`src/common/lds_pkg.sv`:
```
// Constants and types for the LED driver sequencer and fault logic
package lds_pkg;
    // Timebase
    localparam int CLK_PERIOD_NS = 4;
    localparam int T_DETECT_US   = 256;
    localparam int T_SOFT_MS     = 128;
    localparam int T_BLANK_MS    = 32;
    localparam int T_LOW_MS      = 32;
    localparam int T_EDGE_US     = 4;
    localparam int T_OPEN_US     = 20;
    localparam int T_SHORT_US    = 2;
    localparam int DETECT_CYC = T_DETECT_US * 1000 / CLK_PERIOD_NS;
    localparam int SOFT_CYC   = T_SOFT_MS * 1000000 / CLK_PERIOD_NS;
    localparam int BLANK_CYC  = T_BLANK_MS * 1000000 / CLK_PERIOD_NS;
    localparam int LOW_CYC    = T_LOW_MS * 1000000 / CLK_PERIOD_NS;
    localparam int EDGE_CYC   = T_EDGE_US * 1000 / CLK_PERIOD_NS;
    localparam int OPEN_CYC   = T_OPEN_US * 1000 / CLK_PERIOD_NS;
    localparam int SHORT_CYC  = T_SHORT_US * 1000 / CLK_PERIOD_NS;

    localparam int NCH = 8;

    // Register byte offsets
    localparam logic [7:0] OFF_CTRL     = 8'h00;
    localparam logic [7:0] OFF_STATUS   = 8'h04;
    localparam logic [7:0] OFF_IRQ_STAT = 8'h08;
    localparam logic [7:0] OFF_IRQ_MASK = 8'h0C;

    // Control fields
    localparam int CTRL_FORCE_OFF = 0;
    localparam logic [0:0] CTRL_RESET = 1'h0;

    // Status fields
    localparam int ST_STATE_LSB  = 0;
    localparam int ST_OT         = 4;
    localparam int ST_FEEDBACK   = 5;
    localparam int ST_UNUSED_LSB = 8;

    // Event bits, shared by status and mask
    localparam int EV_OPEN     = 0;
    localparam int EV_SHORT    = 1;
    localparam int EV_OT       = 2;
    localparam int EV_STARTED  = 3;
    localparam int EV_SHUTDOWN = 4;
    localparam int NEV         = 5;
    localparam logic [NEV-1:0] MASK_RESET = 5'h00;

    typedef enum logic [2:0] {
        LDS_OFF,
        LDS_DETECT,
        LDS_SOFT,
        LDS_BLANK,
        LDS_RUN,
        LDS_FAULT
    } lds_state_t;

    // Raw pin inputs, all asynchronous to pclk
    typedef struct packed {
        logic           supply_ok;
        logic           en_pwm;
        logic           ot_hot;
        logic [NCH-1:0] cs_float;
        logic [NCH-1:0] cs_low;
        logic [NCH-1:0] short_hi;
    } lds_pins_t;
endpackage

```
`src/hw/lds_qual_cnt.sv`:
```
// Accumulating qualification counter for one fault class
`timescale 1ns/1ps
module lds_qual_cnt #(
    parameter int LIMIT = 500,
    parameter int W     = 16
) (
    input  wire logic pclk,     // Clock
    input  wire logic presetn,  // Async reset, active low
    input  wire logic clr,      // Synchronous clear
    input  wire logic adv,      // Advance one cycle
    output logic      hit       // Accumulated time reached
);
    logic [W-1:0] cnt;
    logic [W-1:0] next_cnt;

    always_comb begin
        next_cnt = cnt;
        if (clr) begin
            next_cnt = '0;
        end else if (adv && cnt != W'(LIMIT)) begin
            next_cnt = cnt + W'(1);
        end
    end

    always_ff @(posedge pclk or negedge presetn) begin
        if (!presetn) begin
            cnt <= '0;
        end else begin
            cnt <= next_cnt;
        end
    end

    assign hit = (cnt == W'(LIMIT));
endmodule

```
`src/hw/lds_top.sv`:
```
// LED driver start sequencer, dimming gate, fault protection, APB regs
//
// Decided for this implementation: the register addresses and the APB slave port.
`timescale 1ns/1ps
module lds_top #(
    parameter int DETECT_CYC = lds_pkg::DETECT_CYC,
    parameter int SOFT_CYC   = lds_pkg::SOFT_CYC,
    parameter int BLANK_CYC  = lds_pkg::BLANK_CYC,
    parameter int LOW_CYC    = lds_pkg::LOW_CYC,
    parameter int OPEN_CYC   = lds_pkg::OPEN_CYC
) (
    input  wire logic                    pclk,         // Clock 250 MHz
    input  wire logic                    presetn,      // Async reset
    input  wire logic                    psel,         // APB select
    input  wire logic                    penable,      // APB enable
    input  wire logic                    pwrite,       // APB direction
    input  wire logic [7:0]              paddr,        // APB address
    input  wire logic [31:0]             pwdata,       // APB write data
    output logic      [31:0]             prdata,       // APB read data
    output logic                         pready,       // APB ready
    output logic                         pslverr,      // APB error
    input  wire lds_pkg::lds_pins_t      pins,         // Pin inputs
    output logic      [lds_pkg::NCH-1:0] chan_on,      // Sink enables
    output logic                         feedback_max, // Feedback forced
    output logic                         switch_en,    // Switching allowed
    output logic                         fault_o,      // Fault pin level
    output logic                         fault_oe,     // Fault pin drive
    output logic                         irq           // Interrupt
);
    localparam int NCH = lds_pkg::NCH;
    localparam int PW  = $bits(lds_pkg::lds_pins_t);

    // Two-stage synchroniser for every pin
    logic [PW-1:0]      sync1;
    logic [PW-1:0]      sync2;
    lds_pkg::lds_pins_t pin;

    always_ff @(posedge pclk or negedge presetn) begin
        if (!presetn) begin
            sync1 <= '0;
            sync2 <= '0;
        end else begin
            sync1 <= pins;
            sync2 <= sync1;
        end
    end
    assign pin = lds_pkg::lds_pins_t'(sync2);

    // Sequencer state
    lds_pkg::lds_state_t state;
    lds_pkg::lds_state_t next_state;
    logic [31:0]         phase_cnt;
    logic [31:0]         next_phase_cnt;
    logic [31:0]         low_cnt;
    logic [31:0]         next_low_cnt;
    logic [15:0]         edge_cnt;
    logic [15:0]         next_edge_cnt;
    logic [NCH-1:0]      unused;
    logic [NCH-1:0]      next_unused;
    logic                pwm_d;
    logic                fault_kind;
    logic                next_fault_kind;
    logic                force_off;
    logic                pwm;
    logic                pwm_rise;
    logic                low_done;
    logic                det_on;
    logic                open_adv;
    logic                short_adv;
    logic                open_hit;
    logic                short_hit;
    logic                q_clr;

    assign pwm      = pin.en_pwm;
    assign pwm_rise = pwm && !pwm_d;
    assign low_done = !pwm && low_cnt == 32'(LOW_CYC - 1);
    assign det_on   = state == lds_pkg::LDS_RUN && pwm && !pin.ot_hot
                      && edge_cnt == 16'h0000;
    assign open_adv  = det_on && |(pin.cs_low & ~unused);
    assign short_adv = det_on && |(pin.short_hi & ~unused);
    assign q_clr     = state == lds_pkg::LDS_OFF;

    always_comb begin
        next_state      = state;
        next_phase_cnt  = phase_cnt;
        next_unused     = unused;
        next_fault_kind = fault_kind;
        // Low-time accumulator; shorter lows are dimming off-time
        next_low_cnt = pwm ? 32'h0000_0000 : low_cnt + 32'h0000_0001;
        // Edge blanking reloads on every input rise
        if (pwm_rise) begin
            next_edge_cnt = 16'(lds_pkg::EDGE_CYC);
        end else if (edge_cnt != 16'h0000) begin
            next_edge_cnt = edge_cnt - 16'h0001;
        end else begin
            next_edge_cnt = edge_cnt;
        end
        if (!pin.supply_ok) begin
            next_state     = lds_pkg::LDS_OFF;
            next_phase_cnt = 32'h0000_0000;
            next_low_cnt   = 32'h0000_0000;
            next_edge_cnt  = 16'h0000;
            next_unused    = '0;
        end else if (state != lds_pkg::LDS_OFF && low_done) begin
            next_state     = lds_pkg::LDS_OFF;
            next_phase_cnt = 32'h0000_0000;
            next_edge_cnt  = 16'h0000;
            next_unused    = '0;
        end else begin
            case (state)
                lds_pkg::LDS_OFF: begin
                    next_low_cnt = 32'h0000_0000;
                    if (pwm_rise) begin
                        next_state     = lds_pkg::LDS_DETECT;
                        next_phase_cnt = 32'h0000_0000;
                    end
                end
                lds_pkg::LDS_DETECT: begin
                    next_phase_cnt = phase_cnt + 32'h0000_0001;
                    if (phase_cnt == 32'(DETECT_CYC - 1)) begin
                        next_unused    = pin.cs_float;
                        next_state     = lds_pkg::LDS_SOFT;
                        next_phase_cnt = 32'h0000_0000;
                    end
                end
                lds_pkg::LDS_SOFT: begin
                    next_phase_cnt = phase_cnt + 32'h0000_0001;
                    if (phase_cnt == 32'(SOFT_CYC - 1)) begin
                        next_state     = lds_pkg::LDS_BLANK;
                        next_phase_cnt = 32'h0000_0000;
                    end
                end
                lds_pkg::LDS_BLANK: begin
                    if (pwm) begin
                        next_phase_cnt = phase_cnt + 32'h0000_0001;
                        if (phase_cnt == 32'(BLANK_CYC - 1)) begin
                            next_state     = lds_pkg::LDS_RUN;
                            next_phase_cnt = 32'h0000_0000;
                        end
                    end
                end
                lds_pkg::LDS_RUN: begin
                    if (open_hit || short_hit) begin
                        next_state      = lds_pkg::LDS_FAULT;
                        next_fault_kind = short_hit;
                    end
                end
                default: begin
                    next_state = lds_pkg::LDS_FAULT;
                end
            endcase
        end
    end

    always_ff @(posedge pclk or negedge presetn) begin
        if (!presetn) begin
            state      <= lds_pkg::LDS_OFF;
            phase_cnt  <= 32'h0000_0000;
            low_cnt    <= 32'h0000_0000;
            edge_cnt   <= 16'h0000;
            unused     <= '0;
            pwm_d      <= 1'b0;
            fault_kind <= 1'b0;
        end else begin
            state      <= next_state;
            phase_cnt  <= next_phase_cnt;
            low_cnt    <= next_low_cnt;
            edge_cnt   <= next_edge_cnt;
            unused     <= next_unused;
            pwm_d      <= pwm;
            fault_kind <= next_fault_kind;
        end
    end

    lds_qual_cnt #(
        .LIMIT (OPEN_CYC),
        .W     (16)
    ) u_open (
        .pclk    (pclk),
        .presetn (presetn),
        .clr     (q_clr),
        .adv     (open_adv),
        .hit     (open_hit)
    );

    lds_qual_cnt #(
        .LIMIT (lds_pkg::SHORT_CYC),
        .W     (16)
    ) u_short (
        .pclk    (pclk),
        .presetn (presetn),
        .clr     (q_clr),
        .adv     (short_adv),
        .hit     (short_hit)
    );

    // Pin outputs, registered
    logic           started;
    logic [NCH-1:0] next_chan_on;
    logic           next_feedback_max;
    logic           next_switch_en;
    logic           next_fault_oe;

    assign started = state == lds_pkg::LDS_SOFT
                     || state == lds_pkg::LDS_BLANK
                     || state == lds_pkg::LDS_RUN;

    always_comb begin
        next_chan_on = '0;
        if (started && pwm && !pin.ot_hot && !force_off
            && next_state != lds_pkg::LDS_FAULT
            && next_state != lds_pkg::LDS_OFF) begin
            next_chan_on = ~unused;
        end
        next_feedback_max = state == lds_pkg::LDS_SOFT;
        next_switch_en    = state != lds_pkg::LDS_OFF
                            && pin.supply_ok && !pin.ot_hot;
        next_fault_oe     = state == lds_pkg::LDS_FAULT
                            || (state != lds_pkg::LDS_OFF && pin.ot_hot);
    end

    always_ff @(posedge pclk or negedge presetn) begin
        if (!presetn) begin
            chan_on      <= '0;
            feedback_max <= 1'b0;
            switch_en    <= 1'b0;
            fault_oe     <= 1'b0;
        end else begin
            chan_on      <= next_chan_on;
            feedback_max <= next_feedback_max;
            switch_en    <= next_switch_en;
            fault_oe     <= next_fault_oe;
        end
    end

    always_ff @(posedge pclk or negedge presetn) begin
        if (!presetn) begin
            fault_o <= 1'b0;
        end else begin
            fault_o <= 1'b0;
        end
    end

    // APB slave, one wait-free access phase
    logic [lds_pkg::NEV-1:0] irq_stat;
    logic [lds_pkg::NEV-1:0] next_irq_stat;
    logic [lds_pkg::NEV-1:0] irq_mask;
    logic [lds_pkg::NEV-1:0] next_irq_mask;
    logic [lds_pkg::NEV-1:0] events;
    logic                    next_force_off;
    logic [31:0]             next_prdata;
    logic                    next_pready;
    logic                    next_pslverr;
    logic                    setup;
    logic                    wr_now;
    logic                    ot_d;

    assign setup  = psel && !penable;
    assign wr_now = psel && penable && pready && pwrite;

    always_comb begin
        events = '0;
        events[lds_pkg::EV_OPEN]  = state == lds_pkg::LDS_RUN
                                    && next_state == lds_pkg::LDS_FAULT
                                    && !next_fault_kind;
        events[lds_pkg::EV_SHORT] = state == lds_pkg::LDS_RUN
                                    && next_state == lds_pkg::LDS_FAULT
                                    && next_fault_kind;
        events[lds_pkg::EV_OT]    = pin.ot_hot && !ot_d;
        events[lds_pkg::EV_STARTED]  = state == lds_pkg::LDS_BLANK
                                       && next_state == lds_pkg::LDS_RUN;
        events[lds_pkg::EV_SHUTDOWN] = state != lds_pkg::LDS_OFF
                                       && next_state == lds_pkg::LDS_OFF;
    end

    always_comb begin
        next_irq_stat  = irq_stat;
        next_irq_mask  = irq_mask;
        next_force_off = force_off;
        next_prdata    = prdata;
        next_pready    = setup;
        next_pslverr   = 1'b0;
        if (wr_now) begin
            if (paddr == lds_pkg::OFF_CTRL) begin
                next_force_off = pwdata[lds_pkg::CTRL_FORCE_OFF];
            end else if (paddr == lds_pkg::OFF_IRQ_STAT) begin
                next_irq_stat = irq_stat & ~pwdata[lds_pkg::NEV-1:0];
            end else if (paddr == lds_pkg::OFF_IRQ_MASK) begin
                next_irq_mask = pwdata[lds_pkg::NEV-1:0];
            end
        end
        // Hardware set wins over a same-cycle clear
        next_irq_stat = next_irq_stat | events;
        if (setup) begin
            next_prdata = 32'h0000_0000;
            if (paddr == lds_pkg::OFF_CTRL) begin
                next_prdata[lds_pkg::CTRL_FORCE_OFF] = force_off;
            end else if (paddr == lds_pkg::OFF_STATUS) begin
                next_prdata[lds_pkg::ST_STATE_LSB +: 3] = state;
                next_prdata[lds_pkg::ST_OT]       = pin.ot_hot;
                next_prdata[lds_pkg::ST_FEEDBACK] = feedback_max;
                next_prdata[lds_pkg::ST_UNUSED_LSB +: NCH] = unused;
            end else if (paddr == lds_pkg::OFF_IRQ_STAT) begin
                next_prdata[lds_pkg::NEV-1:0] = irq_stat;
            end else if (paddr == lds_pkg::OFF_IRQ_MASK) begin
                next_prdata[lds_pkg::NEV-1:0] = irq_mask;
            end else begin
                next_pslverr = 1'b1;
            end
        end
    end

    always_ff @(posedge pclk or negedge presetn) begin
        if (!presetn) begin
            irq_stat  <= '0;
            irq_mask  <= lds_pkg::MASK_RESET;
            force_off <= lds_pkg::CTRL_RESET;
            prdata    <= 32'h0000_0000;
            pready    <= 1'b0;
            pslverr   <= 1'b0;
            irq       <= 1'b0;
            ot_d      <= 1'b0;
        end else begin
            irq_stat  <= next_irq_stat;
            irq_mask  <= next_irq_mask;
            force_off <= next_force_off;
            prdata    <= next_prdata;
            pready    <= next_pready;
            pslverr   <= next_pslverr;
            irq       <= |(next_irq_stat & next_irq_mask);
            ot_d      <= pin.ot_hot;
        end
    end
endmodule

```
`config.mk`:
```
export PLATFORM = sky130hd
export DESIGN_NAME = lds_top
export DESIGN_NICKNAME = d
export VERILOG_FILES = /design/src/common/lds_pkg.sv /design/src/hw/lds_qual_cnt.sv /design/src/hw/lds_top.sv
export SDC_FILE = /design/constraint.sdc
export NUM_CORES = 1
export LEC_CHECK = 0
export BUFFER_PORTS_ARGS = -buffer_cell sky130_fd_sc_hd__buf_2
export CORE_MARGIN = 5
export CORE_UTILIZATION = 40
export CTS_CLUSTER_DIAMETER = 150
export CTS_CLUSTER_SIZE = 30
export DETAILED_ROUTE_END_ITERATION = 8
export SLEW_MARGIN = 5
export SYNTH_ARGS = -nofsm -noshare
export SYNTH_HDL_FRONTEND = slang
export SYNTH_HIERARCHICAL = 1
export SYNTH_SLANG_ARGS = --single-unit
```
`constraint.sdc`:
```
create_clock -name pclk -period 9 [get_ports pclk]
set_input_delay 0.9 -clock pclk [delete_from_list [all_inputs] [get_ports pclk]]
set_output_delay 0.9 -clock pclk [all_outputs]
set_load 0.1 [all_outputs]
```
======== After elaboration in Yosys (flattened, before gate mapping) ========
Cells that the tools add are included.
word-level totals
  register bits ........................... 219
  output and inout bits ................... 47
cells by class
  bitwise operators ....................... 7
  muxes and demuxes ....................... 60
  equal/unequal tests ..................... 25
  reduce and logical (&&, ||, !) cells .... 54
  add/subtract/negate cells ............... 5
operators with widths
  operator                 count
  $mux W32                 11
  $mux W16                 8
  $pmux W32 S4             1
  $add A32 B1 Y32 const B  2
  $eq A32 B23 Y1 const B   2
  $mux W8                  7
  $mux W5                  10
  $add A16 B1 Y16 const B  2
  $eq A32 B16 Y1 const B   1
  $eq A32 B25 Y1 const B   1
  $logic_and A1 B1 Y1      28
  $mux W3                  9
  $and A8 B8 Y8            2
  $eq A16 B13 Y1 const B   1
  $eq A16 B9 Y1 const B    1
  $eq A8 B4 Y1 const B     2
  $logic_not A16 Y1        1
  $ne A16 B13 Y1 const B   1
  $ne A16 B9 Y1 const B    1
  $reduce_bool A16 Y1      1
  $reduce_or A8 Y1         2
  $sub A16 B1 Y16 const B  1
  $pmux W3 S5              1
  $mux W1                  13
  23 further kinds         42

======== Depth between registers and ports, before layout ========
Gate-level depths: netlist (run 1).
  word-level depth ........................ 12
  mapped depth ............................ 13
  gate-level depth less buffers ........... 11

======== Modules after synthesis ========
The synthesis (run 1) kept the hierarchy.
by module, submodules not included
  module                  cells an instance  instances  seq. area each (um2)  area each (um2)
  lds_top                 792                1          4679.5                8286.7
  lds_qual_cnt (u_open)   93                 1          400.4                 900.9
  lds_qual_cnt (u_short)  88                 1          400.4                 898.4

======== Worst setup path before layout (run 1) ========
Ideal clock, no wire load.
  path type ............................... input to register
  from .................................... input port paddr[5]
  to ...................................... register irq
  data arrival time ....................... 3.151 ns
  slack ................................... 5.725 ns
  buffers on the path ..................... 1
  setup time .............................. 0.124 ns
  stages on the path ...................... 8
  cell sequence ........................... or4_1 -> nor3_1 -> and4_1 -> clkbuf_1 -> mux2_2 -> and2_1 -> a221o_1 -> a211o_1
between the ends
  word-level cells in the longest chain between the ends .. 7
  elaborated cells on any way between the ends .. 13
  those cells by class .................... eq/ne (2); mux (7); bitwise (2); reduce/logical (2)
RTL lines
  element                      RTL line        RTL
  start, declared              lds_top.sv:17   input wire logic [7:0] paddr,
  $eq A8 B4 Y1                 lds_top.sv:288  end else if (paddr == lds_pkg::OFF_IRQ_MASK) begin
  $mux W5                      lds_top.sv:288
  $mux W5                      lds_top.sv:286  end else if (paddr == lds_pkg::OFF_IRQ_STAT) begin
  $mux W5 *                    lds_top.sv:284  if (paddr == lds_pkg::OFF_CTRL) begin
  $mux W5 *                    lds_top.sv:283  if (wr_now) begin
  via next_irq_mask (one bit)  lds_top.sv:248  logic [lds_pkg::NEV-1:0] next_irq_mask;
  $and A5 B5 Y5 *              lds_top.sv:330  irq <= |(next_irq_stat & next_irq_mask);
  $reduce_or A5 Y1 *           lds_top.sv:330
  end signal, assigned         lds_top.sv:330
  end, declared                lds_top.sv:28   output logic irq
Mark *: on every way through the listed nets, which the timed path passes. The rest lies on a longest branch.
A chain may end at the register's enable or synchronous reset.

======== Final worst setup path (run 1) ========
  from .................................... register phase_cnt[25]
  to ...................................... register phase_cnt[8]
between the ends
  word-level cells in the longest chain between the ends .. 6
  elaborated cells on any way between the ends .. 10
  those cells by class .................... eq/ne (3); mux (7)
RTL lines
  element                 RTL line        RTL
  start, declared         lds_top.sv:52   logic [31:0] phase_cnt;
  start signal, assigned  lds_top.sv:166  phase_cnt <= next_phase_cnt;
  $eq A32 B23 Y1          lds_top.sv:136  if (phase_cnt == 32'(BLANK_CYC - 1)) begin
  $mux W32                lds_top.sv:136
  $mux W32                lds_top.sv:134  if (pwm) begin
  $pmux W32 S4 *          lds_top.sv:110  case (state)
  $mux W32 *              lds_top.sv:104  end else if (state != lds_pkg::LDS_OFF && low_done) begin
  $mux W32 *              lds_top.sv:98   if (!pin.supply_ok) begin
Mark *: on every way between the ends. The rest lies on a longest branch, timed or not. The select of a mux whose other input is x is not followed.

==> run_results.csv, run 1 <==
group,metric,value,unit
run_status,status,"completed",
timing,min_period,4.29,ns
pwr,power_frac_clock,0.294,
global_route,grt_max_degree,99,
pwr,p_comb_frac,0.128,
logic_synthesis,yosysSeqAreaShare,0.543,
critical_path,cpPeakStageDelay,0.81,ns
timing,setup_violations,0,
timing,max_freq,233,MHz
logic_synthesis,synth_cells,973,
placement,gp_congestion,0.785,
timing,tns,0,ns
logic_synthesis,yosysWarnings,6,
floorplanning,ios,119,
logic_synthesis,async_reset_ff_frac,1.00,
logic_synthesis,synth_top_area_share,0.543,
pwr,power_per_cell_area,166,mW/mm²
clock_network,cts_buffers,11,
critical_path,path_class,"reg2reg",
timing,rsz0062_at_grt,"no",
clock_network,clk_pin_slew,0.12,ns
floorplanning,dieArea,0.0285,mm²
pwr,pwr-share-seq,0.578,
global_route,track_usage,0.143,
floorplanning,die_h,169,µm
logic_synthesis,synthDistinctLibCells,80,
pwr,leakagePower,4.91,nW
logic_synthesis,synth_simple_gate_area_share,0.218,
logic_synthesis,synth-seq-cells,219,
critical_path,path_cells,"or4_1 -> nor4_2 -> nand4_1 -> nand3_1 -> o22ai_2 -> buf_4 -> nand2b_1 -> o41ai_1",
drt,drc,0,
clock_network,postCtsResizedCells,0,
logic_synthesis,synth_compound_area_frac,0.0984,
final_layout,final_cell_mix,"dfrtp_1, nor2_1, buf_2",
critical_path,crit_arrival,4.65,ns
final_layout,fillers,2386,
logic_synthesis,synth_edf_count,0,
critical_path,endpoint_kind,"flop",
clock_network,clk_path_buf_depth,3,
logic_synthesis,synth_area_leader_cell,"dfrtp_1",
drt,antenna_left,0,
logic_synthesis,synth-xor-area-share,0.0521,
drt,dr.pass1.iters,4,
clock_network,cts_hold_buf,0,
pwr,p_sw_frac,0.272,
pwr,power.net_switching,494,µW
drt,vias_per_cell,5.14,
floorplanning,initial_core_util,0.403,
clock_network,htree_num_levels,1,
timing,tightest_slew,1.10,ns
drt,route.vias.total,6943,
floorplanning,core-area,0.0250,mm²
placement,dpl.hpwl,14.0,mm
critical_path,worstPathRequired,9.36,ns
logic_synthesis,ys.flop_type,"dfrtp_1",
floorplanning,rows,58,
global_route,grt_pass1_wl,34.7,mm
drt,drtIter0Drc,499,
logic_synthesis,synthesis.area,0.0101,mm²
clock_network,cts_tree,"built",
timing,finalHoldViolCount,0,
timing,slew_headroom,0.265,
global_route,gr-total-overflow,0,
global_route,antenna_found_initial,0,
logic_synthesis,synth_fa_ha_area_frac,0.00868,
pwr,irDropWorstVdd,0.000152,V
final_layout,final_common_cell,"dfrtp_1",
final_layout,drive_above_1_share,0.122,
timing,finalCritPeriodShare,0.477,
worst_hold_path,hold_path.class,"reg2reg",
clock_network,postCtsSetupBuffers,0,
pwr,internal_power,1.32,mW
logic_synthesis,netlist_top_cells_area,"dfrtp_1, nor2_1, xnor2_1",
placement,portBuffers,72,
logic_synthesis,muxShareOfSynthArea,0.0293,
drt,drt_wl_total,20.5,mm
clock_network,clkSinkCount,219,
logic_synthesis,synth_top_family_by_area,"simple AND/OR/NAND/NOR gates",
final_layout,syn2layout_area_growth,8.50,%
clock_network,cts-root-buf,"clkbuf_16",
critical_path,critPathSlowestCell,"nand4_1",
logic_synthesis,syn_avg_cell_area,10.4,µm²
final_layout,nets,1101,
drt,route.detailed.wl_per_inst,15.2,µm
timing,holdWs,0.339,ns
critical_path,start_kind,"flop",
clock_network,insertion_delay,0.47,ns
timing,finClkSkew,0.0383,ns
floorplanning,die_w,169,µm
timing,drv_slew,0,
run,cap_viol_max_count,0,
final_layout,diodes,0,
critical_path,worstPathMaxFanout,33,
global_route,grt_pass1_vias,6789,
-- path summary, 6_finish.rpt --
kind / endpoint / slack (ns) / depth (start not counted) / start
min: pin[26] / 0.34 / 0 / sync1[26]
max reg2reg: phase_cnt[8] / 4.71 / 8 / phase_cnt[25]
min reg2reg: pin[26] / 0.34 / 0 / sync1[26]
max in group asynchronous: pin[24] / 7.11 / 2 / presetn
max: phase_cnt[8] / 4.71 / 8 / phase_cnt[25]
min in group asynchronous: phase_cnt[10] / 0.46 / 1 / presetn
-- sequential cells by signal, summed over array words and instances, names as in the netlist, 3 cells and up --
name         flops
u_open/cnt      16
edge_cnt        16
phase_cnt       32
irq_mask         5
pin             27
irq_stat         5
chan_on          8
prdata          14
u_short/cnt     16
low_cnt         32
state            3
sync1           27
unused           8
-- per-stage QoR --
stage | instance area, µm² | setup slack (ns) | instances | power [mW] | utilization
2_1_floorplan | 10200 | 5.73 | 991 | 1.25 | -
3_3_place_gp | 10600 | 4.67 | 1339 | 1.30 | 0.425
3_5_place_dp | 10600 | 4.66 | 1339 | 1.30 | 0.425
4_1_cts | 10900 | 4.63 | 1351 | 1.85 | 0.437
5_1_grt | 10900 | 4.37 | 1351 | 1.91 | 0.437
6_report | 10900 | 4.71 | 1351 | 1.82 | 0.437
-- metal layers --
layer | up-vias | track usage | wire length (µm)
met3 | 11 | 0.0154 | 625
met2 | 95 | 0.227 | 9530
met5 | - | 0 | 0
met4 | 0 | 0.0258 | 255
li1 | 3479 | - | -
met1 | 3358 | 0.215 | 10100
-- layout make-up --
class / instances / area [µm²] / share of cell area
inverter: 43 / 161 / 0.0147
multi-input combinational: 670 / 4180 / 0.382
tap: 330 / 413 / 0.0377
timing repair buffer: 77 / 408 / 0.0373
clock inverter: 1 / 30.0 / 0.00274
clock buffer: 11 / 275 / 0.0252
sequential: 219 / 5480 / 0.501
-- cells by family after synthesis --
| logic type | after synthesis |
|---|---|
| AND/OR/NAND/NOR | 414 |
| other | 1 |
| adder cells (fa/ha/maj) | 7 |
| multiplexers | 27 |
| buffers and inverters | 102 |
| AO/OA/AOI/OAI | 143 |
| flip-flops | 219 |
| XOR/XNOR | 60 |
-- cell usage after synthesis (3+ instances only) --
| cell type | n |
|---|---|
| o21bai_1 | 3 |
| nor3_1 | 30 |
| nor4_1 | 20 |
| xnor2_1 | 30 |
| or3_1 | 9 |
| buf_6 | 3 |
| buf_2 | 5 |
| nand3_1 | 42 |
| a211oi_1 | 4 |
| o22ai_1 | 12 |
| nand2_1 | 58 |
| and3_1 | 20 |
| buf_4 | 21 |
| or4_1 | 7 |
| nor2b_1 | 6 |
| ha_1 | 7 |
| a22o_1 | 15 |
| o211ai_1 | 3 |
| o41ai_1 | 3 |
| xor2_1 | 30 |
| a22oi_1 | 4 |
| and4_1 | 8 |
| dfrtp_1 | 219 |
| nand2b_1 | 11 |
| a21oi_1 | 27 |
| mux2_2 | 8 |
| o31ai_1 | 10 |
| clkbuf_1 | 27 |
| o21ai_1 | 16 |
| inv_1 | 43 |
| nor4b_1 | 3 |
| mux2i_1 | 16 |
| o21ai_0 | 19 |
| nand4b_1 | 5 |
| nand4_1 | 26 |
| nor3b_1 | 4 |
| nor2_1 | 128 |
| a21o_1 | 5 |
| and2_1 | 7 |
-- critical path, delay by kind of cell (launching register included) --
kind | cells | cell delay, ns
AO/OA/AOI/OAI | 2 | 0.60
buffers and inverters | 1 | 0.25
flip-flops | 1 | 0.47
AND/OR/NAND/NOR | 5 | 2.83
-- power by group through the flow --
stage	logic, mW	clock network, mW	registers (mW)
floorplan	0.178	0	1.07
global placement	0.232	0	1.07
detailed placement	0.234	0	1.07
CTS	0.235	0.561	1.05
global route	0.263	0.588	1.06
finish	0.232	0.534	1.05
(Power assumes the default switching activity.)
==> run 2, diff against run 1 <==
- clock period: 9 -> 4.3 ns (I/O delays scaled with it)
==> run_results.csv, run 2 (same netlist as run 1, synthesis figures left out) <==
group,metric,value,unit
clock_network,postCtsSetupBuffers,0,
drt,route.vias.total,7128,
pwr,p_sw_frac,0.274,
floorplanning,ios,119,
floorplanning,die_w,169,µm
pwr,leakagePower,4.95,nW
pwr,power_frac_clock,0.295,
drt,drc,0,
pwr,irDropWorstVdd,0.000309,V
clock_network,cts_hold_buf,0,
pwr,p_comb_frac,0.130,
drt,drt_wl_total,20.8,mm
final_layout,nets,1109,
critical_path,path_cells,"nor4_1 -> nand4b_1 -> nor4_1 -> nand2_1 -> nor3_1 -> o41a_1 -> nand4_1 -> nor4_1 -> xnor2_1 -> nor2_1",
final_layout,diodes,0,
critical_path,start_kind,"flop",
clock_network,htree_num_levels,1,
drt,antenna_left,0,
final_layout,syn2layout_area_growth,9.22,%
placement,dp.cells,1347,
floorplanning,initial_core_util,0.403,
final_layout,stdcell_count,1359,
timing,rsz0062_at_grt,"no",
floorplanning,rows,58,
final_layout,reg_top3,"low_cnt (32), phase_cnt (32)",
critical_path,cpPeakStageDelay,0.47,ns
pwr,power_per_cell_area,347,mW/mm²
drt,highest_layer,"met4",
pwr,pwr-share-seq,0.574,
timing,tightest_slew,1.09,ns
drt,wl_met1,10.1,mm
drt,dr_wl_met2,9.74,mm
placement,placed_cell_area,0.0107,mm²
critical_path,path_class,"reg2reg",
critical_path,worstPathMaxFanout,7,
timing,slew_headroom,0.271,
worst_hold_path,hold_path.class,"in2reg",
timing,finalCritPeriodShare,0.848,
critical_path,crit_arrival,4.00,ns
drt,wl_met3,652,µm
placement,gp_congestion,0.818,
critical_path,worstPathRequired,4.66,ns
run,cap_viol_max_count,0,
global_route,grt_max_degree,128,
drt,dr.pass1.iters,5,
critical_path,endpoint_kind,"flop",
timing,max_freq,274,MHz
timing,finalHoldViolCount,0,
run_status,status,"completed",
timing,drv_slew,0,
global_route,grt_pass1_vias,6781,
global_route,gr-total-overflow,0,
clock_network,clkSinkCount,219,
timing,finClkSkew,0.0397,ns
global_route,grt_pass1_wl,34.7,mm
clock_network,cts_buffers,11,
clock_network,clk_pin_slew,0.12,ns
final_layout,fillers,2376,
clock_network,cts-root-buf,"clkbuf_16",
timing,min_period,3.65,ns
global_route,antenna_found_initial,0,
drt,route.detailed.wl_per_inst,15.3,µm
pwr,power.net_switching,1.05,mW
placement,dpl.hpwl,14.4,mm
critical_path,critPathMostFrequentCell,"nor4_1",
final_layout,drive_above_1_share,0.129,
final_layout,final_cell_mix,"dfrtp_1, nor2_1, buf_2",
pwr,p_total,3.82,mW
drt,vias_per_cell,5.25,
placement,portBuffers,72,
critical_path,critPathSlowestCell,"nor3_1",
final_layout,final_area,0.0110,mm²
clock_network,clk_path_buf_depth,3,
final_layout,final_common_cell,"dfrtp_1",
pwr,internal_power,2.78,mW
timing,tns,0,ns
drt,drtIter0Drc,556,
clock_network,postCtsResizedCells,0,
timing,holdWs,0.0605,ns
floorplanning,die_h,169,µm
floorplanning,core-area,0.0250,mm²
clock_network,cts_tree,"built",
clock_network,insertion_delay,0.49,ns
global_route,track_usage,0.144,
timing,setup_violations,0,
floorplanning,dieArea,0.0285,mm²
[run 2: layer usage]
layer	GRT usage	vias to the layer above
met4	0.0282	0
met3	0.0154	15
li1	-	3491
met1	0.211	3511
met2	0.233	111
met5	0	-
[run 2: worst max-delay path, delay by kind of cell, from the launching register on]
kind / cells / cell delay (ns)
compound gates: 1 / 0.46
xor+xnor: 1 / 0.16
flops: 1 / 0.42
simple gates: 8 / 2.48
[run 2: area by class of cell]
| type | count | area [µm²] | share of cell area |
|---|---|---|---|
| clock buffers | 11 | 275 | 0.0250 |
| clock inverters | 1 | 30.0 | 0.00273 |
| inverters | 43 | 161 | 0.0147 |
| multi-input cells | 670 | 4180 | 0.379 |
| flip-flops and latches | 219 | 5480 | 0.497 |
| well taps | 330 | 413 | 0.0375 |
| repair buffers | 85 | 480 | 0.0436 |
[run 2: path summary, 6_finish.rpt]
path	from	endpoint	slack, ns	cells past startpoint
max reg2reg	edge_cnt[4]	u_short/cnt[12]	0.65	10
max	edge_cnt[4]	u_short/cnt[12]	0.65	10
min	pins[18]	sync1[18]	0.06	1
min in group asynchronous	presetn	u_open/cnt[12]	0.07	1
min reg2reg	sync1[24]	pin[24]	0.34	0
max in group asynchronous	presetn	chan_on[5]	3.21	2
[run 2: stage by stage]
stage               utilization  setup slack [ns]
global placement          0.428             0.851
CTS                       0.440             0.705
global route              0.440             0.254
detailed placement        0.428             0.754
finish                    0.440             0.653
floorplan                     -              1.20
[run 2: power groups by stage]
stage | logic, mW | clock network, mW | registers (mW)
floorplan | 0.373 | 0 | 2.24
global placement | 0.495 | 0 | 2.24
detailed placement | 0.502 | 0 | 2.24
CTS | 0.504 | 1.18 | 2.20
global route | 0.562 | 1.25 | 2.21
finish | 0.498 | 1.13 | 2.20
==> run 3, diff against run 2 <==
- ABC_AREA: default -> 1
- clock period: 4.3 -> 3.25 ns (I/O delays scaled with it)
==> run_results.csv, run 3 <==
group,metric,value,unit
global_route,antenna_found_initial,0,
critical_path,endpoint,"u_open/cnt[13]",
critical_path,worst-r2r-cell-count,15,
global_route,grt_pass1_vias,8454,
logic_synthesis,async_reset_ff_frac,1.00,
floorplanning,die_w,174,µm
clock_network,clk_pin_slew,0.12,ns
timing,tns,0,ns
critical_path,worstPathMaxFanout,16,
logic_synthesis,yosysWarnings,6,
final_layout,final_area,0.0121,mm²
drt,drtIter0Drc,558,
clock_network,cts-root-buf,"clkbuf_16",
run,cap_viol_max_count,0,
timing,finalCritPeriodShare,0.885,
logic_synthesis,synth_edf_count,0,
final_layout,fillers,2636,
critical_path,start_kind,"flop",
global_route,grt_max_degree,87,
logic_synthesis,synth_cells,1343,
logic_synthesis,synthDistinctLibCells,46,
logic_synthesis,synth_top_area_share,0.506,
logic_synthesis,yosysSeqAreaShare,0.506,
logic_synthesis,yosysMostFrequentCell,"nand2_1",
clock_network,clkSinkCount,219,
final_layout,regArea,0.00548,mm²
floorplanning,rows,60,
logic_synthesis,syn_avg_cell_area,8.06,µm²
timing,tightest_slew,0.762,ns
critical_path,timing.rr.start,"edge_cnt[0]",
final_layout,nets,1527,
placement,dpl.hpwl,18.8,mm
timing,finClkSkew,0.0288,ns
final_layout,final_common_cell,"nand2_1",
timing,slew_headroom,0.479,
logic_synthesis,synth_area_leader_cell,"dfrtp_1",
floorplanning,die_h,174,µm
logic_synthesis,synth-seq-cells,219,
critical_path,rrSetupSlack,0.37,ns
drt,drt_wl_total,25.4,mm
global_route,gr-total-overflow,0,
clock_network,htree_num_levels,1,
critical_path,crit_arrival,3.25,ns
clock_network,cts_buffers,11,
critical_path,path_class,"reg2reg",
critical_path,rr_endpoint,"u_open/cnt[13]",
critical_path,worstPathRequired,3.62,ns
critical_path,endpoint_kind,"flop",
placement,placed_cell_area,0.0115,mm²
placement,dp.cells,1746,
critical_path,crit_start,"edge_cnt[0]",
pwr,leakagePower,5.71,nW
final_layout,postLayoutCoreUtil,0.452,
logic_synthesis,synth_top_cells_by_count,"nand2_1, dfrtp_1, nor2_1",
pwr,irDropWorstVdd,0.000508,V
drt,vias_per_cell,4.96,
timing,setup_violations,0,
global_route,grt_pass1_wl,42.6,mm
run_status,status,"completed",
drt,drc,0,
floorplanning,ios,119,
timing,drv_slew,0,
floorplanning,core-area,0.0268,mm²
floorplanning,initial_core_util,0.404,
pwr,p_total,4.95,mW
final_layout,drive_above_1_share,0.0926,
clock_network,cts_tree,"built",
final_layout,reg_top3,"low_cnt (32), phase_cnt (32)",
placement,gp_congestion,0.884,
final_layout,stdcell_count,1788,
worst_hold_path,hold_path.class,"in2reg",
drt,route.vias.total,8875,
timing,min_period,2.88,ns
final_layout,multi_input_area,0.00447,mm²
pwr,power_per_cell_area,409,mW/mm²
timing,rsz0062_at_grt,"no",
final_layout,syn2layout_area_growth,11.8,%
logic_synthesis,synthesis.area,0.0108,mm²
clock_network,insertion_delay,0.48,ns
logic_synthesis,netlist_top_cells_area,"dfrtp_1, nand2_1, nor2_1",
worst_hold_path,min_from,"pwdata[1]",
final_layout,diodes,0,
drt,antenna_left,0,
timing,max_freq,348,MHz
clock_network,clk_path_buf_depth,3,
global_route,track_usage,0.166,
drt,route.detailed.wl_per_inst,14.2,µm
drt,dr.pass1.iters,6,
timing,finalHoldViolCount,0,
floorplanning,dieArea,0.0304,mm²
placement,portBuffers,72,
final_layout,final_cell_mix,"nand2_1, dfrtp_1, nor2_1",
logic_synthesis,ys.flop_type,"dfrtp_1",
[run 3: cell count changes after synthesis, moves of 24 or more]
| cell | delta |
|---|---|
| nand2_1 | +258 |
| inv_1 | +130 |
| nor2_1 | +55 |
| o21ai_0 | +44 |
| a21oi_1 | +32 |
| nand4_1 | +31 |
| nand3_1 | +28 |
| xnor2_1 | -27 |
| clkbuf_1 | -24 |
[run 3: what timing repair did]
item	CTS	global route
setup endpoints to repair	0	16
hold endpoints to repair	108	0
gates resized for setup	0	0
hold buffers	28	0
setup buffers	0	2
[run 3: worst min path at each step]
stage / slack [ns] / endpoint / depth (start not counted)
floorplan: 0.03 / chan_on[0] / 0
global placement: 0.33 / pin[12] / 0
detailed placement: 0.33 / pin[24] / 0
CTS: 0.15 / irq_mask[1] / 3
global route: 0.15 / pready / 3
finish: 0.16 / irq_mask[1] / 3
[run 3: per-stage QoR]
stage                     setup slack [ns]  hold WS, ns
after detailed placement             0.311        0.335
after global routing               0.00470        0.155
final                                0.373        0.159
after floorplan                      0.837       0.0294
after CTS                            0.281        0.148
after global placement               0.403        0.332
[run 3: where the power goes]
group	switching, mW	leakage (nW)	internal [mW]	total (mW)
clock network	0.878	0.147	0.635	1.51
registers	0.0601	2.88	2.81	2.87
logic	0.405	2.68	0.161	0.566
total	1.34	5.71	3.61	4.95
[run 3: metal layers]
metal,global-route usage,routed length [µm],up-vias
li1,-,-,4493
met1,0.247,12600,4184
met2,0.263,11400,168
met3,0.0196,925,30
met4,0.0347,459,0
met5,0,0,-
[run 3: critical path, cell delays in order, from the launching register on]
cell	delay (ns)
dfrtp_1	0.37
inv_1	0.10
ha_1	0.20
nand2_1	0.09
nor3_1	0.22
nand2_1	0.11
nor2_1	0.18
nand2_1	0.12
nor3_1	0.25
nand4_1	0.21
a21oi_1	0.18
inv_1	0.09
nor2_4	0.38
nor2_8	0.12
nand2_1	0.08
nand2_1	0.05
[run 3: cell type report]
class | instances | share of cell area
multi-input combinational | 923 | 0.369
tap | 341 | 0.0352
sequential | 219 | 0.453
inverter | 180 | 0.0560
clock inverter | 1 | 0.00248
timing repair buffer | 113 | 0.0618
clock buffer | 11 | 0.0227
[run 3: cell families (layout without fill, tap and decap cells)]
group / after synthesis / count (layout) / share of synthesized area
xor+xnor: 28 / 28 / 0.0227
fa+ha+maj: 7 / 7 / 0.00809
flops: 219 / 219 / 0.506
simple gates: 702 / 702 / 0.288
buf+inv: 219 / 305 / 0.0873
compound gates: 167 / 167 / 0.0869
other cells: 1 / 19 / 0.000346
